--- src/rcsoc_defines.vh ---
/*
  Constants of the reset cause and slow oscillator control block:
  register offsets, field positions, reset values and timing counts.
  Assumes it is included by its bare name from the design modules.
*/
`ifndef RCSOC_DEFINES_VH
`define RCSOC_DEFINES_VH

`define RCSOC_ADDR_W 8
`define RCSOC_OFF_CLOCK_CONTROL_MAIN 8'h00
`define RCSOC_OFF_CSR 8'h60
`define RCSOC_OFF_INT_STATUS 8'h64
`define RCSOC_OFF_INT_MASK 8'h68

`define RCSOC_BIT_WATCHDOG_FLAG 29
`define RCSOC_BIT_SOFTWARE_FLAG 28
`define RCSOC_BIT_POWER_FLAG 27
`define RCSOC_BIT_PIN_FLAG 26
`define RCSOC_BIT_OPTION_FLAG 25
`define RCSOC_FLAG_HI 30
`define RCSOC_FLAG_LO 25
`define RCSOC_BIT_FLAG_CLEAR 23
`define RCSOC_BIT_FILTER_DISABLE 8
`define RCSOC_BIT_OSC_READY 1
`define RCSOC_BIT_OSC_ENABLE 0

`define RCSOC_INT_W 6
`define RCSOC_INT_OSC_READY 5

`define RCSOC_CSR_RESET 32'h00000000
`define RCSOC_INT_RESET 6'h00

`define RCSOC_CLOCK_MHZ 40
`define RCSOC_FILTER_US 20
// Filter width in clocks: RCSOC_FILTER_US times RCSOC_CLOCK_MHZ, sized to the counter.
`define RCSOC_FILTER_CYCLES 10'd800
`define RCSOC_FILTER_CNT_W 10

`endif

--- src/rcsoc_pin_filter.v ---
/*
  Pulse-width filter for the external reset pin.
  Assumes the raw pin is asynchronous and active low, and that i_por_rst_n
  is the power-on reset already released synchronously to i_clock.
*/
`timescale 1ns/100ps
`include "rcsoc_defines.vh"

module rcsoc_pin_filter #(
  parameter CNT_W = `RCSOC_FILTER_CNT_W,
  parameter [CNT_W-1:0] FILTER_CYCLES = `RCSOC_FILTER_CYCLES
) (
  // Clock and reset.
  input wire i_clock,
  input wire i_por_rst_n,
  // Pin and control.
  input wire i_external_reset_pin_n,
  input wire i_reset_pin_filter_disable,
  // Filtered request.
  output reg o_pin_reset_req_ff
);

  reg pin_meta_ff;
  reg pin_sync_n_ff;
  reg [CNT_W-1:0] low_count_ff;
  reg [CNT_W-1:0] nxt_low_count;
  reg nxt_pin_reset_req;

  //////////////////////////////////////////////////////////////////////////////
  always @(posedge i_clock or negedge i_por_rst_n) begin
    if (!i_por_rst_n) begin
      pin_meta_ff <= 1'b1;
      pin_sync_n_ff <= 1'b1;
    end else begin
      pin_meta_ff <= i_external_reset_pin_n;
      pin_sync_n_ff <= pin_meta_ff;
    end
  end

  //////////////////////////////////////////////////////////////////////////////
  always @* begin
    nxt_low_count = {CNT_W{1'b0}};
    nxt_pin_reset_req = 1'b0;
    if (i_reset_pin_filter_disable) begin
      nxt_pin_reset_req = ~pin_sync_n_ff;
    end else if (!pin_sync_n_ff) begin
      if (low_count_ff >= FILTER_CYCLES - 1'b1) begin
        nxt_low_count = low_count_ff;
        nxt_pin_reset_req = 1'b1;
      end else begin
        nxt_low_count = low_count_ff + 1'b1;
      end
    end
  end

  always @(posedge i_clock or negedge i_por_rst_n) begin
    if (!i_por_rst_n) begin
      low_count_ff <= {CNT_W{1'b0}};
      o_pin_reset_req_ff <= 1'b0;
    end else begin
      low_count_ff <= nxt_low_count;
      o_pin_reset_req_ff <= nxt_pin_reset_req;
    end
  end

endmodule

--- src/rcsoc_top.v ---
/*
  Reset cause and slow oscillator control register with its event
  interrupt and the reset pin filter.
  Assumes a simple register port on i_clock, event inputs that are
  asynchronous levels, and a power-on reset that also covers system reset.
*/
// Decided for this implementation: strobed register access.
`timescale 1ns/100ps
`include "rcsoc_defines.vh"

// Operation
// Flags cleared by power-on; enable by system reset.
// Bit 29 records watchdog reset until cleared.
// Bit 28 records software reset until cleared.
// Bit 27 records power supervisor reset.
// Bit 26 records external reset pin reset.
// Bit 25 records option loader reset.
// Writing one to bit 23 clears flags.
// Bit 8 bypasses pin filter, stops oscillator.
// Bit 1 shows slow oscillator stable.
// Bit 0 enables slow oscillator, software writable.
// Hardware forces enable for watchdog or security.
// Writes to read-only flags are ignored.
module rcsoc_top (
  // Clock and resets.
  input wire i_clock,
  input wire i_reset_n,
  input wire i_por_n,
  // Register port.
  input wire [`RCSOC_ADDR_W-1:0] i_addr,
  input wire [31:0] i_wdata,
  input wire i_write,
  input wire i_read,
  output reg [31:0] o_rdata_ff,
  // Reset cause events.
  input wire i_watchdog_reset_evt,
  input wire i_software_reset_evt,
  input wire i_power_reset_evt,
  input wire i_option_loader_reset_evt,
  // External reset pin.
  input wire i_external_reset_pin_n,
  output reg o_pin_reset_req_ff,
  output reg o_internal_10mhz_osc_enable_ff,
  // Slow oscillator.
  input wire i_slow_osc_stable,
  input wire i_watchdog_hw_enable,
  input wire i_external_slow_clock_security,
  output reg o_slow_internal_osc_enable_ff,
  // Interrupt.
  output reg o_irq_ff
);

  reg por_meta_ff;
  reg por_rst_n_ff;
  reg sys_meta_ff;
  reg sys_rst_n_ff;
  wire sys_rst_src_n;

  reg [3:0] evt_meta_ff;
  reg [3:0] evt_sync_ff;
  reg [3:0] stat_meta_ff;
  reg [2:0] stat_sync_ff;

  reg [`RCSOC_FLAG_HI:`RCSOC_FLAG_LO] flags_ff;
  reg [`RCSOC_FLAG_HI:`RCSOC_FLAG_LO] nxt_flags;
  reg [`RCSOC_FLAG_HI:`RCSOC_FLAG_LO] flag_set;
  reg filter_disable_ff;
  reg osc_enable_ff;
  reg nxt_osc_enable;
  reg osc_ready_ff;
  reg [`RCSOC_INT_W-1:0] int_status_ff;
  reg [`RCSOC_INT_W-1:0] nxt_int_status;
  reg [`RCSOC_INT_W-1:0] int_mask_ff;
  reg [`RCSOC_INT_W-1:0] int_event;
  reg [`RCSOC_INT_W-1:0] evt_prev_ff;
  reg [31:0] nxt_rdata;
  wire pin_req;

  wire wr_csr;
  wire wr_status;
  wire wr_mask;
  wire flag_clear;

  //////////////////////////////////////////////////////////////////////////////
  // Decodes a register offset against the bus address.
  function hit;
    input [`RCSOC_ADDR_W-1:0] addr;
    input [`RCSOC_ADDR_W-1:0] offset;
    begin
      hit = (addr == offset);
    end
  endfunction

  //////////////////////////////////////////////////////////////////////////////
  // Power-on reset release.
  always @(posedge i_clock or negedge i_por_n) begin
    if (!i_por_n) begin
      por_meta_ff <= 1'b0;
      por_rst_n_ff <= 1'b0;
    end else begin
      por_meta_ff <= 1'b1;
      por_rst_n_ff <= por_meta_ff;
    end
  end

  // System reset release; power-on reset also acts as a system reset.
  assign sys_rst_src_n = i_reset_n & i_por_n;

  always @(posedge i_clock or negedge sys_rst_src_n) begin
    if (!sys_rst_src_n) begin
      sys_meta_ff <= 1'b0;
      sys_rst_n_ff <= 1'b0;
    end else begin
      sys_meta_ff <= 1'b1;
      sys_rst_n_ff <= sys_meta_ff;
    end
  end

  //////////////////////////////////////////////////////////////////////////////
  // Event and status synchronisers, kept alive through system reset.
  always @(posedge i_clock or negedge por_rst_n_ff) begin
    if (!por_rst_n_ff) begin
      evt_meta_ff <= 4'h0;
      evt_sync_ff <= 4'h0;
    end else begin
      evt_meta_ff <= {i_watchdog_reset_evt, i_software_reset_evt,
                      i_power_reset_evt, i_option_loader_reset_evt};
      evt_sync_ff <= evt_meta_ff;
    end
  end

  always @(posedge i_clock or negedge por_rst_n_ff) begin
    if (!por_rst_n_ff) begin
      stat_meta_ff <= 4'h0;
      stat_sync_ff <= 3'h0;
    end else begin
      stat_meta_ff <= {1'b0, i_slow_osc_stable, i_watchdog_hw_enable,
                       i_external_slow_clock_security};
      stat_sync_ff <= stat_meta_ff[2:0];
    end
  end

  //////////////////////////////////////////////////////////////////////////////
  // External reset pin filter.
  rcsoc_pin_filter #(
    .CNT_W(`RCSOC_FILTER_CNT_W),
    .FILTER_CYCLES(`RCSOC_FILTER_CYCLES)
  ) u_pin_filter (
    .i_clock(i_clock),
    .i_por_rst_n(por_rst_n_ff),
    .i_external_reset_pin_n(i_external_reset_pin_n),
    .i_reset_pin_filter_disable(filter_disable_ff),
    .o_pin_reset_req_ff(pin_req)
  );

  //////////////////////////////////////////////////////////////////////////////
  // Write decode.
  assign wr_csr = i_write & hit(i_addr, `RCSOC_OFF_CSR);
  assign wr_status = i_write & hit(i_addr, `RCSOC_OFF_INT_STATUS);
  assign wr_mask = i_write & hit(i_addr, `RCSOC_OFF_INT_MASK);
  assign flag_clear = wr_csr & i_wdata[`RCSOC_BIT_FLAG_CLEAR];

  //////////////////////////////////////////////////////////////////////////////
  // Reset cause flags; a new cause wins over a clear in the same cycle.
  always @* begin
    flag_set = 6'h00;
    flag_set[`RCSOC_BIT_WATCHDOG_FLAG] = evt_sync_ff[3];
    flag_set[`RCSOC_BIT_SOFTWARE_FLAG] = evt_sync_ff[2];
    flag_set[`RCSOC_BIT_POWER_FLAG] = evt_sync_ff[1];
    flag_set[`RCSOC_BIT_PIN_FLAG] = pin_req;
    flag_set[`RCSOC_BIT_OPTION_FLAG] = evt_sync_ff[0];
    nxt_flags = flags_ff;
    if (flag_clear) begin
      nxt_flags = 6'h00;
    end
    nxt_flags = nxt_flags | flag_set;
  end

  always @(posedge i_clock or negedge por_rst_n_ff) begin
    if (!por_rst_n_ff) begin
      flags_ff <= 6'h00;
    end else begin
      flags_ff <= nxt_flags;
    end
  end

  //////////////////////////////////////////////////////////////////////////////
  // Pin filter disable survives system reset.
  always @(posedge i_clock or negedge por_rst_n_ff) begin
    if (!por_rst_n_ff) begin
      filter_disable_ff <= 1'b0;
      o_internal_10mhz_osc_enable_ff <= 1'b1;
    end else begin
      if (wr_csr) begin
        filter_disable_ff <= i_wdata[`RCSOC_BIT_FILTER_DISABLE];
      end
      o_internal_10mhz_osc_enable_ff <= ~filter_disable_ff;
    end
  end

  always @(posedge i_clock or negedge por_rst_n_ff) begin
    if (!por_rst_n_ff) begin
      o_pin_reset_req_ff <= 1'b0;
    end else begin
      o_pin_reset_req_ff <= pin_req;
    end
  end

  //////////////////////////////////////////////////////////////////////////////
  // Slow oscillator enable and ready.
  always @* begin
    nxt_osc_enable = osc_enable_ff;
    if (wr_csr) begin
      nxt_osc_enable = i_wdata[`RCSOC_BIT_OSC_ENABLE];
    end
    if (stat_sync_ff[1] | stat_sync_ff[0]) begin
      nxt_osc_enable = 1'b1;
    end
  end

  always @(posedge i_clock or negedge sys_rst_n_ff) begin
    if (!sys_rst_n_ff) begin
      osc_enable_ff <= 1'b0;
      o_slow_internal_osc_enable_ff <= 1'b0;
      osc_ready_ff <= 1'b0;
    end else begin
      osc_enable_ff <= nxt_osc_enable;
      o_slow_internal_osc_enable_ff <= nxt_osc_enable;
      osc_ready_ff <= stat_sync_ff[2] & osc_enable_ff;
    end
  end

  //////////////////////////////////////////////////////////////////////////////
  // Interrupt status: rising edges of each cause and of oscillator ready.
  always @* begin
    int_event = {osc_ready_ff, flag_set[`RCSOC_BIT_WATCHDOG_FLAG:`RCSOC_FLAG_LO]} & ~evt_prev_ff;
    nxt_int_status = int_status_ff;
    if (wr_status) begin
      nxt_int_status = int_status_ff & ~i_wdata[`RCSOC_INT_W-1:0];
    end
    nxt_int_status = nxt_int_status | int_event;
  end

  always @(posedge i_clock or negedge por_rst_n_ff) begin
    if (!por_rst_n_ff) begin
      evt_prev_ff <= `RCSOC_INT_RESET;
      int_status_ff <= `RCSOC_INT_RESET;
      int_mask_ff <= `RCSOC_INT_RESET;
      o_irq_ff <= 1'b0;
    end else begin
      evt_prev_ff <= {osc_ready_ff, flag_set[`RCSOC_BIT_WATCHDOG_FLAG:`RCSOC_FLAG_LO]};
      int_status_ff <= nxt_int_status;
      if (wr_mask) begin
        int_mask_ff <= i_wdata[`RCSOC_INT_W-1:0];
      end
      o_irq_ff <= |(nxt_int_status & (wr_mask ? i_wdata[`RCSOC_INT_W-1:0] : int_mask_ff));
    end
  end

  //////////////////////////////////////////////////////////////////////////////
  // Read mux; unmapped offsets read as zero.
  always @* begin
    nxt_rdata = 32'h00000000;
    if (hit(i_addr, `RCSOC_OFF_CSR)) begin
      nxt_rdata[`RCSOC_FLAG_HI:`RCSOC_FLAG_LO] = flags_ff;
      nxt_rdata[`RCSOC_BIT_FILTER_DISABLE] = filter_disable_ff;
      nxt_rdata[`RCSOC_BIT_OSC_READY] = osc_ready_ff;
      nxt_rdata[`RCSOC_BIT_OSC_ENABLE] = osc_enable_ff;
    end else if (hit(i_addr, `RCSOC_OFF_INT_STATUS)) begin
      nxt_rdata[`RCSOC_INT_W-1:0] = int_status_ff;
    end else if (hit(i_addr, `RCSOC_OFF_INT_MASK)) begin
      nxt_rdata[`RCSOC_INT_W-1:0] = int_mask_ff;
    end
  end

  always @(posedge i_clock or negedge sys_rst_n_ff) begin
    if (!sys_rst_n_ff) begin
      o_rdata_ff <= `RCSOC_CSR_RESET;
    end else if (i_read) begin
      o_rdata_ff <= nxt_rdata;
    end else begin
      o_rdata_ff <= 32'h00000000;
    end
  end

endmodule

--- config.mk ---
export PLATFORM = sky130hd
export DESIGN_NAME = rcsoc_top
export DESIGN_NICKNAME = d
export VERILOG_FILES = /design/src/rcsoc_pin_filter.v /design/src/rcsoc_top.v
export VERILOG_INCLUDE_DIRS = /design/src
export SDC_FILE = /design/constraint.sdc
export NUM_CORES = 1
export LEC_CHECK = 0
export BUFFER_PORTS_ARGS = -buffer_cell sky130_fd_sc_hd__buf_2
export CAP_MARGIN = 20
export CORE_MARGIN = 5
export CORE_UTILIZATION = 45
export DETAILED_ROUTE_END_ITERATION = 8
export HOLD_SLACK_MARGIN = 0.08
export PLACE_DENSITY = 0.75
export SYNTH_ARGS = -nofsm -noshare
export SYNTH_HDL_FRONTEND = slang
export SYNTH_SLANG_ARGS = --single-unit
--- constraint.sdc ---
create_clock -name i_clock -period 1.94 [get_ports i_clock]
set_input_delay 0.194 -clock i_clock [delete_from_list [all_inputs] [get_ports i_clock]]
set_output_delay 0.194 -clock i_clock [all_outputs]
set_load 0.03 [all_outputs]
* Yosys cells after proc, flatten, opt, wreduce, memory -nomap -nowiden
Cells that the tools add are included.
Storage, ports and cells: output and inout port bits 36, register bits 93, word-level logic and storage cells 65
Operators by class: equality and inequality tests 4, muxes and demuxes 18, add/subtract/negate cells 1, reduce and logical (&&, ||, !) cells 2, magnitude comparators 1, bitwise logic cells 16
Operators with widths (count):
- 6-bit two-way mux | 6
- 31-bit two-way mux | 1
- 10-bit two-way mux | 3
- 8-bit by 7-bit equality test with 1-bit output (second input constant) | 3
- 6-bit bitwise AND | 3
- 6-bit inverter | 2
- 10-bit by 1-bit adder with 10-bit output (second input constant) | 1
- 10-bit greater-or-equal comparator (second input constant) | 1
- 1-bit bitwise AND | 6
- 1-bit two-way mux | 6
- 6-bit by 5-bit OR with 6-bit output | 1
- 6-bit OR | 1
- 6-bit OR reduction | 1
- 4-bit two-way mux | 1
- 3-bit by 2-bit != test with 1-bit output (second input constant) | 1
- 2-bit two-way mux | 1
- 1-bit inverter | 2
- 2-bit nonzero test | 1
- 1-bit OR | 1

* Longest topological paths before layout
Gate-level depths: netlist of run 1.
depth in word-level cells 6, mapped depth 6

* Modules after synthesis
From an unflattened synthesis of run 1, not the netlist that was laid out.
Second synthesis, totals: cells, all modules 224, area total of the unflattened synthesis 2775.2 sq um
Modules (own cells, without submodules):
- rcsoc_top | area each 2157.1 sq um, cells each 161, instances 1, sequential area each 1452.6 sq um
- rcsoc_pin_filter | area each 618.1 sq um, cells each 63, instances 1, sequential area each 327.8 sq um

* Worst setup path after synthesis of run 1
OpenSTA, ideal clock, no wires.
path type input port to flip-flop, start point input i_addr[7], end point register o_irq_ff, data required time 1811 ps, stages 5, setup slack 221 ps, arrival 1591 ps, buffers on the path 0, cells stage by stage and4bb_2 > nand4_4 > mux2_4 > a22o_1 > a2111o_1
On the way: longest elaborated chain between the ends 6
Ends and longest elaborated chain:
- start: declaration | line rcsoc_top.v:30 | input wire [`RCSOC_ADDR_W-1:0] i_addr,
- 8-bit by 7-bit equality test with 1-bit output | line rcsoc_top.v:90 | hit = (addr == offset);
- 1-bit bitwise AND | line rcsoc_top.v:159 | assign wr_status = i_write & hit(i_addr, `RCSOC_OFF_INT_STATUS);
- 6-bit two-way mux | line rcsoc_top.v:238 | if (wr_status) begin
- 6-bit OR | line rcsoc_top.v:241 | nxt_int_status = nxt_int_status | int_event;
- 6-bit bitwise AND * | line rcsoc_top.v:256 | o_irq_ff <= |(nxt_int_status & (wr_mask ? i_wdata[`RCSOC_INT_W-1:0] : int_mask_ff));
- 6-bit OR reduction * | line rcsoc_top.v:256
- end signal: assignment | line rcsoc_top.v:256
- end: declaration | line rcsoc_top.v:50 | output reg o_irq_ff
Mark *: on every way between the ends. The rest lies on a longest branch, timed or not. A chain may end at the register's enable or synchronous reset.

* Worst setup path after layout of run 1
start point register filter_disable_ff, end point register u_pin_filter.low_count_ff[3]
On the way: longest elaborated chain between the ends 1
Ends and longest elaborated chain:
- start: declaration | line rcsoc_top.v:67 | reg filter_disable_ff;
- start signal: assignment | line rcsoc_top.v:195 | filter_disable_ff <= i_wdata[`RCSOC_BIT_FILTER_DISABLE];
- 3-bit by 2-bit != test with 1-bit output (no line) / 10-bit two-way mux (equally long branches)
- end signal: assignment | line rcsoc_pin_filter.v:58 | low_count_ff <= {CNT_W{1'b0}};
- end signal: assignment | line rcsoc_pin_filter.v:61 | low_count_ff <= nxt_low_count;
- end: declaration | line rcsoc_pin_filter.v:25 | reg [CNT_W-1:0] low_count_ff;
Several ways; a longest one is shown, not always the timed one.

==> results of run 1 <==
layout make-up:
type	instances	area [um2]	share of cell area [%]
Clock buffer	9	124	3.63
Sequential cell	71	1780	52.2
Inverter	13	48.8	1.43
Timing Repair Buffer	62	395	11.6
Clock inverter	7	120	3.52
Tap cell	75	93.8	2.75
Multi-Input combinational cell	136	850	24.9
timing repair:
| action | in CTS | in global routing |
|---|---|---|
| hold buffers | 11 | 0 |
| endpoints found under the hold margin | 13 | 0 |
| buffers inserted | 0 | 0 |
power by group through the flow:
stage | Clock [uW] | Combinational [uW] | Sequential (uW)
after floorplan | 0 | 134 | 1610
after global placement | 0 | 189 | 1600
after detailed placement | 0 | 193 | 1600
after CTS | 1460 | 210 | 1570
after global routing | 1530 | 232 | 1580
final | 1420 | 211 | 1570
state kept, by name, summed over array words and instances, names as in the netlist, 3 cells and up:
signal,count
flags_ff,5
o_rdata_ff,12
stat_sync_ff,3
evt_sync_ff,4
evt_meta_ff,4
evt_prev_ff,6
int_status_ff,6
u_pin_filter.low_count_ff,10
stat_meta_ff,3
int_mask_ff,6
cells in the final DEF (no fill, tap or decap), types with 2 or more instances in the layout:
| master | instances |
|---|---|
| dfrtp_1 | 67 |
| buf_2 | 44 |
| conb_1 | 22 |
| nand2_1 | 15 |
| inv_1 | 13 |
| and2_1 | 11 |
| o21ai_0 | 11 |
| dlygate4sd3_1 | 11 |
| nand4_1 | 9 |
| nor2_1 | 9 |
| clkbuf_8 | 9 |
| a22oi_1 | 6 |
| buf_4 | 6 |
| a22o_1 | 4 |
| mux2_2 | 4 |
| a21oi_1 | 4 |
| nand3_1 | 4 |
| mux2i_1 | 3 |
| and3_1 | 3 |
| a21o_1 | 3 |
| o31ai_1 | 3 |
| bufinv_16 | 3 |
| dfstp_2 | 3 |
| a2bb2oi_1 | 2 |
| nor3_1 | 2 |
| a311oi_1 | 2 |
| nand2b_1 | 2 |
| nor2b_1 | 2 |
synth_stat cells:
cell type / instances
conb_1: 2
and4bb_2: 1
nor3_1: 2
xor2_1: 1
a211oi_1: 1
a21oi_1: 4
o31ai_1: 3
a311oi_1: 2
nand2_1: 15
mux2_4: 1
o22ai_1: 1
a211o_1: 1
buf_4: 20
nand3_1: 4
mux2i_1: 3
inv_1: 13
nand2b_1: 2
dfrtp_1: 68
dfstp_2: 3
a22oi_1: 6
and2_1: 11
and3_1: 3
nor3_2: 1
nor4_1: 1
xnor2_1: 1
a2111o_1: 1
a21o_1: 3
nor2b_1: 2
nand4_4: 1
a2bb2oi_1: 2
clkbuf_1: 4
clkbuf_2: 1
nand4_1: 9
o21ai_0: 11
a22o_1: 4
or2_2: 1
buf_2: 1
nor4b_4: 1
mux2_2: 4
nor2_1: 9
ha_1: 1
and4_1: 1
metrics by stage:
stage	utilization (%)	instance area, um2	power, uW
6_report	57.3	3410	3200
5_1_grt	57.3	3410	3340
4_1_cts	57.3	3410	3240
3_5_place_dp	51.4	3060	1790
3_3_place_gp	51.4	3060	1780
2_1_floorplan	-	2850	1740
worst max-delay path by stage:
stage / start / to / slack [ps] / depth (start not counted)
global route: u_pin_filter.low_count_ff[0]$_DFFE_PN0P_ / u_pin_filter.low_count_ff[3]$_DFFE_PN0P_ / 190 / 7
detailed placement: i_addr[7] / o_irq_ff$_DFF_PN0_ / 50 / 7
CTS: filter_disable_ff$_DFFE_PN0P_ / u_pin_filter.low_count_ff[3]$_DFFE_PN0P_ / 310 / 6
floorplan: i_addr[7] / o_irq_ff$_DFF_PN0_ / 220 / 5
global placement: i_addr[7] / o_irq_ff$_DFF_PN0_ / 70 / 6
finish: filter_disable_ff$_DFFE_PN0P_ / u_pin_filter.low_count_ff[3]$_DFFE_PN0P_ / 300 / 6
cells by family after synthesis:
| family | share of synthesized area (%) |
|---|---|
| flops | 64.1 |
| simple gates | 13.6 |
| compound gates | 9.68 |
| buf+inv | 8.06 |
| mux | 3.24 |
| other cells | 0.270 |
| xor+xnor | 0.630 |
| fa+ha+maj | 0.450 |
worst reg2reg max path: cells and delay by family, from the launching register on:
family,cells,cell delay (ps)
compound gates,3,460
simple gates,2,450
flops,1,410
buf+inv,1,200
routing by layer:
layer  up-vias  share of wire (%)  wire length [um]
met5         -                  0                 0
met4         0                2.8               150
met3        16                9.1               493
met2        84                 45              2450
met1       883                 43              2310
li1        874                  -                 -
==> impl_metrics.py, run 1 <==
metrics = {
    "status": {
        "outcome": "finished, final reports clean",
    },
    "global_route": {
        "grt_pass1_wl_mm": 8.97,
        "grt_pass1_vias": 1891,
        "grt_max_degree": 33,
        "top_usage_layer": "met2",
        "globalRouteOverflowTotal": 0,
        "grt.met3_usage_pct": 4.00,
        "antenna_found_initial": 0,
        "gr-usage-all-layers_pct": 15.4,
        "grtUsageMet1_pct": 20.6,
        "grt_use_met2_pct": 23.2,
    },
    "critical_path": {
        "crit_path_end_kind": "register",
        "timing.critical_path.buf_inv": 1,
        "slowest_delay_ps": 410,
        "rr_endpoint": "u_pin_filter.low_count_ff[3]$_DFFE_PN0P_",
        "reg2reg_slack_ps": 300,
        "crit_fanout": 12,
        "r2r_cells": 6,
        "r2r-start": "filter_disable_ff$_DFFE_PN0P_",
        "crit_type": "reg2reg",
        "required_ps": 2170,
        "arrival_ps": 1860,
        "crit_chain": "or2_2 > a211oi_1 > buf_4 > nor3_1 > a21oi_1 > o21ai_0",
        "start_kind": "register",
        "cpLargestDelayFamily": "compound AO/OA/AOI/OAI gates",
        "critPathSlowestCell": "dfrtp_1",
    },
    "die": {
        "core_mm2": 0.00596,
        "start_util_pct": 46.7,
        "io_pins": 89,
        "row_count": 28,
        "die_w_um": 88.6,
        "dieArea_mm2": 0.00785,
        "dieHeight_um": 88.6,
    },
    "timing": {
        "fin_crit_ps": 1640,
        "timing.fmax_mhz": 611,
        "fin_skew_ps": 14.6,
        "maxSlewHeadroom_pct": 59.1,
        "hold_violations": 0,
        "setup_violations": 0,
        "tns_ps": 0,
        "fin_crit_sh_pct": 84.4,
        "grt_setup_unrepaired": "no",
        "fin_hold_ws_ps": 114,
        "tightest_slew_ps": 614,
        "slew_viol_final": 0,
        "final_critical_path_setup_slack_ps": 302,
    },
    "place": {
        "pre_cts_ws_ps": 49.1,
        "placed_cells": 346,
        "place_congestion": 0.856,
        "dp_hpwl_mm": 3.75,
        "io_buffer_count": 44,
    },
    "cells_and_area": {
        "fill_cells": 518,
        "syn2layout_area_growth_pct": 22.8,
        "fin_cells": 373,
        "fin_nets": 347,
        "antenna_cells": 0,
        "final_layout_size_suffix_gt1_share_pct": 27.2,
    },
    "flow_run": {
        "cap_viol_max_count": 0,
    },
    "clocking": {
        "clk_transition_reported_paths_ps": 80,
        "htree_levels": 3,
        "clockBufferDepth": 2,
        "clock_latency_ps": 350,
        "cts_tree": "done",
        "numClockSinks": 71,
        "ctsResizeCount": 0,
        "cts-root-buf": "clkbuf_8",
        "cts_buffers": 9,
    },
    "yosys": {
        "syn-cell-area_mm2": 0.00278,
        "synth_area_leaders": "dfrtp_1 (61%), buf_4 (5.4%), dfstp_2 (2.8%)",
        "yosys_warnings": 0,
        "ys_ff_latch": 71,
        "ys_seq_area_share_pct": 64.1,
        "synth_cell_types": 42,
        "netlist.top_cell.by_area": "dfrtp_1",
        "avgSynthCellArea_um2": 12.3,
        "synth_top_area_share_pct": 61.2,
        "syn_inst": 226,
    },
    "pwr": {
        "leakagePower_uw": 0.00167,
        "power.internal_uw": 2460,
        "p_sw_share_pct": 23.1,
        "p_comb_share_pct": 6.6,
        "ir_worst_vdd_mv": 0.668,
        "p_sw_uw": 741,
        "clkPwrFrac_pct": 44.5,
        "power.density_mw_per_mm2": 938,
        "power_frac_seq_pct": 49.0,
    },
    "detailed_routing": {
        "first_pass_iters": 4,
        "vias_per_cell": 4.98,
        "antenna_left": 0,
        "drt_iter0_markers": 112,
        "wl_mm": 5.40,
        "drcViolationCount": 0,
        "routedWlPerCell_um": 14.5,
        "vias": 1857,
    },
    "min_path": {
        "hold_path_class": "in2reg",
        "min_to": "osc_enable_ff$_DFFE_PN0P_",
        "min_from": "i_wdata[0]",
        "hold_depth": 3,
    },
}
Note: power is estimated with default switching activity, not from simulation.
==> run 2, diff against run 1 <==
- PLACE_DENSITY: 0.75 -> 0.78
- clock period: 1.94 -> 1.45 ns (I/O delays scaled with it)
==> run 2 against run 1 <==
  * Clock power is 25% higher
  * Flip-flop and latch count stayed put
  * Critical path depth is 1 lower
  * Largest power group unchanged
  * Worst setup slack worse by 300 ps
==> impl_metrics.py, run 2 (synthesis results as in run 1) <==
metrics = {
    "status": {
        "outcome": "finished, final reports clean",
    },
    "critical_path": {
        "critPathSlowestCell": "dlygate4sd3_1",
        "required_ps": 1660,
        "crit_chain": "dlygate4sd3_1 > nand4_1 > a22o_1 > a22o_1 > a2111o_1",
        "rr_endpoint": "u_pin_filter.low_count_ff[3]$_DFFE_PN0P_",
        "crit_fanout": 3,
        "crit_type": "in2reg",
        "r2r-start": "u_pin_filter.low_count_ff[0]$_DFFE_PN0P_",
        "start_kind": "primary input",
        "arrival_ps": 1650,
        "reg2reg_slack_ps": 7,
        "r2r_cells": 6,
        "slowest_delay_ps": 600,
        "crit_path_end_kind": "register",
        "path_common_cell": "a22o_1",
    },
    "die": {
        "die_w_um": 88.6,
        "io_pins": 89,
        "dieHeight_um": 88.6,
        "start_util_pct": 46.7,
        "dieArea_mm2": 0.00785,
        "row_count": 28,
        "core_mm2": 0.00596,
    },
    "global_route": {
        "globalRouteOverflowTotal": 0,
        "antenna_found_initial": 0,
        "grt_max_degree": 54,
        "gr-usage-all-layers_pct": 16.4,
        "grt_pass1_wl_mm": 9.67,
        "grt_pass1_vias": 2050,
    },
    "detailed_routing": {
        "routedWlPerCell_um": 14.7,
        "vias_per_cell": 4.89,
        "vias": 1928,
        "wl_mm": 5.78,
        "antenna_left": 0,
        "first_pass_iters": 4,
        "drt_iter0_markers": 90,
        "drcViolationCount": 0,
    },
    "clocking": {
        "cts_tree": "done",
        "cts_buffers": 9,
        "clock_latency_ps": 340,
        "htree_levels": 3,
        "clockBufferDepth": 2,
        "post-cts-setup-buffer-count": 0,
        "numClockSinks": 71,
        "cts-root-buf": "clkbuf_8",
        "clk_transition_reported_paths_ps": 70,
    },
    "min_path": {
        "hold_path_class": "in2reg",
        "hold_depth": 2,
        "min_from": "i_wdata[4]",
        "min_to": "int_mask_ff[4]$_DFF_PN0_",
    },
    "timing": {
        "setup_violations": 0,
        "maxSlewHeadroom_pct": 60.8,
        "slew_viol_final": 0,
        "fin_skew_ps": 13.9,
        "fin_crit_ps": 1440,
        "tightest_slew_ps": 587,
        "grt_setup_unrepaired": "yes",
        "hold_violations": 0,
        "fin_crit_sh_pct": 99.5,
        "timing.fmax_mhz": 693,
    },
    "place": {
        "io_buffer_count": 44,
        "placed_cells": 364,
        "place_congestion": 0.877,
        "dp_hpwl_mm": 4.19,
    },
    "cells_and_area": {
        "antenna_cells": 0,
        "fin_nets": 368,
        "largest_reg_flops": 12,
        "fill_cells": 476,
        "final_common_cell": "dfrtp_1",
        "largest_register": "o_rdata_ff",
        "syn2layout_area_growth_pct": 30.9,
        "largest_registers": "o_rdata_ff x12, u_pin_filter.low_count_ff x10",
        "utilization_pct": 61.1,
        "fin_cells": 394,
        "layout_common_cells": "dfrtp_1 (67), buf_2 (43), conb_1 (22), buf_4 (21)",
        "final_layout_size_suffix_gt1_share_pct": 33.9,
    },
    "pwr": {
        "leakagePower_uw": 0.00178,
        "power_uw": 4200,
        "power.density_mw_per_mm2": 1150,
        "ir_worst_vdd_mv": 0.743,
    },
    "flow_run": {
        "cap_viol_max_count": 0,
    },
}
run 2: cell types whose count changed in the layout (fill, tap and decap cells not counted), moves of 2 or more:
| cell | previous run | this run |
|---|---|---|
| dlygate4sd3_1 | 11 | 15 |
| o21ai_0 | 11 | 5 |
| buf_6 | 0 | 3 |
| nor2_2 | 0 | 2 |
| nor2_1 | 9 | 7 |
| o21ai_2 | 0 | 3 |
| o21ai_1 | 0 | 3 |
| buf_4 | 6 | 21 |
run 2: how the worst max path moves through the flow:
stage | to | start
floorplan | o_irq_ff$_DFF_PN0_ | i_addr[4]
CTS | o_irq_ff$_DFF_PN0_ | i_wdata[4]
global placement | o_irq_ff$_DFF_PN0_ | i_addr[1]
detailed placement | o_irq_ff$_DFF_PN0_ | i_addr[1]
global route | u_pin_filter.low_count_ff[3]$_DFFE_PN0P_ | u_pin_filter.low_count_ff[1]$_DFFE_PN0P_
finish | o_irq_ff$_DFF_PN0_ | i_wdata[0]
run 2: worst max-delay path, delay by kind of cell:
| family | cells | cell delay, ps |
|---|---|---|
| AO/OA/AOI/OAI | 3 | 800 |
| buffers and inverters | 1 | 600 |
| AND/OR/NAND/NOR | 1 | 110 |
run 2: where the power goes:
part           leakage, uW  switching (uW)  total (uW)  internal, uW
Combinational     0.000811             210         343           133
Sequential        0.000859            38.0        2090          2050
Clock             0.000109             743        1770          1020
run 2: area by class of cell:
type	instances	area [um2]	share of cell area (%)
clock buffers	10	138	3.78
repair buffers	83	577	15.9
inverters	13	48.8	1.34
flip-flops and latches	71	1780	49.0
multi-input cells	136	906	24.9
well taps	75	93.8	2.58
clock inverters	6	92.6	2.55
run 2: metal layers:
layer / track usage [%] / vias up / part of all wire, %
li1: - / 920 / -
met1: 20.6 / 938 / 40
met2: 26.9 / 68 / 51
met3: 5.49 / 2 / 8.5
met4: 5.08 / 0 / 0.33
met5: 0 / - / 0
run 2: repair_timing:
item / 4_1_cts / 5_1_grt
pin swaps: 1 / 6
resized for setup: 1 / 16
hold endpoints to repair: 17 / 0
hold buffers: 16 / 0
endpoints found under the setup margin: 5 / 12
run 2: through the flow:
step           TNS [ps]  setup slack [ps]  area (um2)  hold WS [ps]
4_1_cts               0              3.44        3600           107
5_1_grt            -803              -131        3640          81.9
3_3_place_gp       -410              -268        3210         -63.5
6_report              0              6.53        3640          86.6
2_1_floorplan      -185              -177        2870          -151
3_5_place_dp       -730              -329        3210         -63.5
==> run 3, diff against run 2 <==
- GPL_ROUTABILITY_DRIVEN: not set -> 1
- PLACE_DENSITY: 0.78 -> not set
- PLACE_DENSITY_LB_ADDON: not set -> 0.2
==> run 3 against run 2 <==
  * The run now ends with negative setup slack left
  * Clock power down 9.6%
  * Worst setup slack lost 11 ps
  * Sequential power about the same
  * Total power decreased by 3.9%
  * Global-route usage rose by 0.11 points
  * Count of clock-buffer cells in the layout is the same
  * Combinational power is essentially flat
  * Via count increased by 0.52%
  * Register-to-register slack about the same
  * Largest cell class unchanged
  * Highest routed layer unchanged
==> impl_metrics.py, run 3 (synthesis results as in run 1) <==
metrics = {
    "status": {
        "outcome": "finished with violations",
        "violations": "negative setup slack",
    },
    "die": {
        "die_w_um": 88.6,
        "row_count": 28,
        "core_mm2": 0.00596,
        "dieHeight_um": 88.6,
        "start_util_pct": 46.7,
        "dieArea_mm2": 0.00785,
        "io_pins": 89,
    },
    "cells_and_area": {
        "syn2layout_area_growth_pct": 31.0,
        "final_common_cell": "dfrtp_1",
        "antenna_cells": 0,
        "largest_registers": "o_rdata_ff x12, u_pin_filter.low_count_ff x10",
        "largest_register": "o_rdata_ff",
        "final_layout_size_suffix_gt1_share_pct": 35.7,
        "fin_nets": 371,
        "layout_common_cells": "dfrtp_1 (67), buf_2 (44), buf_4 (26), conb_1 (22), nand2_1 (15)",
        "fill_cells": 481,
        "fin_cells": 397,
        "seqCellArea_mm2": 0.00178,
        "largest_reg_flops": 12,
        "multi_input_comb_area_um2": 921,
    },
    "pwr": {
        "p_comb_share_pct": 8.5,
        "power.density_mw_per_mm2": 1110,
        "power_frac_seq_pct": 51.7,
        "p_sw_uw": 1000,
        "ir_worst_vdd_mv": 0.739,
        "p_sw_share_pct": 24.9,
        "leakagePower_uw": 0.00178,
        "power.internal_uw": 3030,
        "power_uw": 4030,
        "clkPwrFrac_pct": 39.7,
    },
    "global_route": {
        "grt_max_degree": 54,
        "grt_pass1_wl_mm": 9.68,
        "antenna_found_initial": 0,
        "globalRouteOverflowTotal": 0,
        "grt_pass1_vias": 1926,
        "gr-usage-all-layers_pct": 16.5,
    },
    "clocking": {
        "htree_levels": 3,
        "cts_tree": "done",
        "clk_transition_reported_paths_ps": 80,
        "cts_buffers": 9,
        "numClockSinks": 71,
        "clockBufferDepth": 2,
        "cts-root-buf": "clkbuf_8",
        "post-cts-setup-buffer-count": 0,
        "clock_latency_ps": 340,
    },
    "min_path": {
        "hold_path_class": "in2reg",
        "min_from": "i_wdata[0]",
        "min_to": "osc_enable_ff$_DFFE_PN0P_",
        "hold_depth": 3,
    },
    "detailed_routing": {
        "wl_mm": 5.71,
        "first_pass_iters": 4,
        "vias_per_cell": 4.88,
        "drt_iter0_markers": 88,
        "routedWlPerCell_um": 14.4,
        "antenna_left": 0,
        "drcViolationCount": 0,
        "vias": 1938,
    },
    "timing": {
        "slew_viol_final": 0,
        "final_critical_path_setup_slack_ps": -4.04,
        "fin_crit_sh_pct": 100,
        "maxSlewHeadroom_pct": 57.7,
        "tightest_slew_ps": 634,
        "fin_hold_ws_ps": 101,
        "fin_crit_ps": 1450,
        "setup_violations": 1,
        "hold_violations": 0,
        "timing.fmax_mhz": 688,
        "grt_setup_unrepaired": "yes",
        "fin_skew_ps": 4.74,
    },
    "critical_path": {
        "critPathSlowestCell": "a211oi_4",
        "reg2reg_slack_ps": -4,
        "rr_endpoint": "u_pin_filter.low_count_ff[1]$_DFFE_PN0P_",
        "required_ps": 1690,
        "crit_path_end_kind": "register",
        "crit_fanout": 5,
        "start_kind": "register",
        "r2r-start": "u_pin_filter.low_count_ff[0]$_DFFE_PN0P_",
        "crit_chain": "ha_2 > nand4_1 > a211oi_4 > buf_6 > nand2_1 > o31ai_2",
        "crit_type": "reg2reg",
        "r2r_cells": 6,
        "slowest_delay_ps": 400,
        "arrival_ps": 1700,
    },
    "place": {
        "place_congestion": 0.823,
        "placed_cells": 367,
        "dp_hpwl_mm": 3.98,
        "io_buffer_count": 44,
    },
    "flow_run": {
        "cap_viol_max_count": 0,
    },
}
## run 3: cell count changes in the layout (fill, tap and decap cells not counted), sizes merged
cell         previous run  this run
clkinvlp                2         3
buf                    68        72
dlygate4sd3            15        14
inv                    14        13
bufinv                  2         1
clkinv                  1         2
## run 3: cell type report
cell class,instances,area share [%]
Tap cell,75,2.58
Sequential cell,71,49.0
Clock inverter,6,1.93
Clock buffer,10,3.78
Timing Repair Buffer,86,16.1
Multi-Input combinational cell,136,25.3
Inverter,13,1.34
## run 3: worst max-delay path, delay by kind of cell (launching register included)
kind	cells	cell delay (ps)
adder cells (fa/ha/maj)	1	180
AND/OR/NAND/NOR	2	210
flip-flops	1	350
buffers and inverters	1	170
AO/OA/AOI/OAI	2	460
## run 3: how the worst max path moves through the flow
stage	cells past startpoint	from	endpoint	slack, ps
after floorplan	5	i_addr[4]	o_irq_ff$_DFF_PN0_	-180
after global placement	6	i_addr[4]	o_irq_ff$_DFF_PN0_	-270
after detailed placement	6	i_addr[4]	o_irq_ff$_DFF_PN0_	-280
after CTS	5	u_pin_filter.low_count_ff[1]$_DFFE_PN0P_	u_pin_filter.low_count_ff[0]$_DFFE_PN0P_	4
after global routing	6	u_pin_filter.low_count_ff[0]$_DFFE_PN0P_	u_pin_filter.low_count_ff[3]$_DFFE_PN0P_	-110
final	6	u_pin_filter.low_count_ff[0]$_DFFE_PN0P_	u_pin_filter.low_count_ff[1]$_DFFE_PN0P_	-4
## run 3: power by group through the flow
stage          clock network (uW)  registers [uW]  logic [uW]
6_report                     1600            2080         345
5_1_grt                      1750            2090         380
4_1_cts                      1640            2080         336
3_5_place_dp                    0            2120         305
3_3_place_gp                    0            2120         302
2_1_floorplan                   0            2150         181
## run 3: metal layers
metal	global-route usage, %	wire length, um
met4	7.01	91
met5	0	0
met3	3.72	398
met2	25.2	2590
met1	22.8	2620
## run 3: per-stage QoR
stage | instance area [um2] | setup WS [ps] | util (%) | setup TNS (ps)
3_5_place_dp | 3230 | -279 | 54.3 | -473
3_3_place_gp | 3230 | -271 | 54.3 | -435
6_report | 3640 | -4.04 | 61.1 | -4.04
5_1_grt | 3640 | -107 | 61.1 | -601
2_1_floorplan | 2870 | -177 | - | -185
4_1_cts | 3580 | 4.35 | 60.1 | 0
## run 3: what timing repair did
action / CTS / global route
setup endpoints to repair: 3 / 10
hold buffers: 14 / 0
resized for setup: 0 / 17
hold endpoints to repair: 16 / 0
pin swaps: 1 / 5
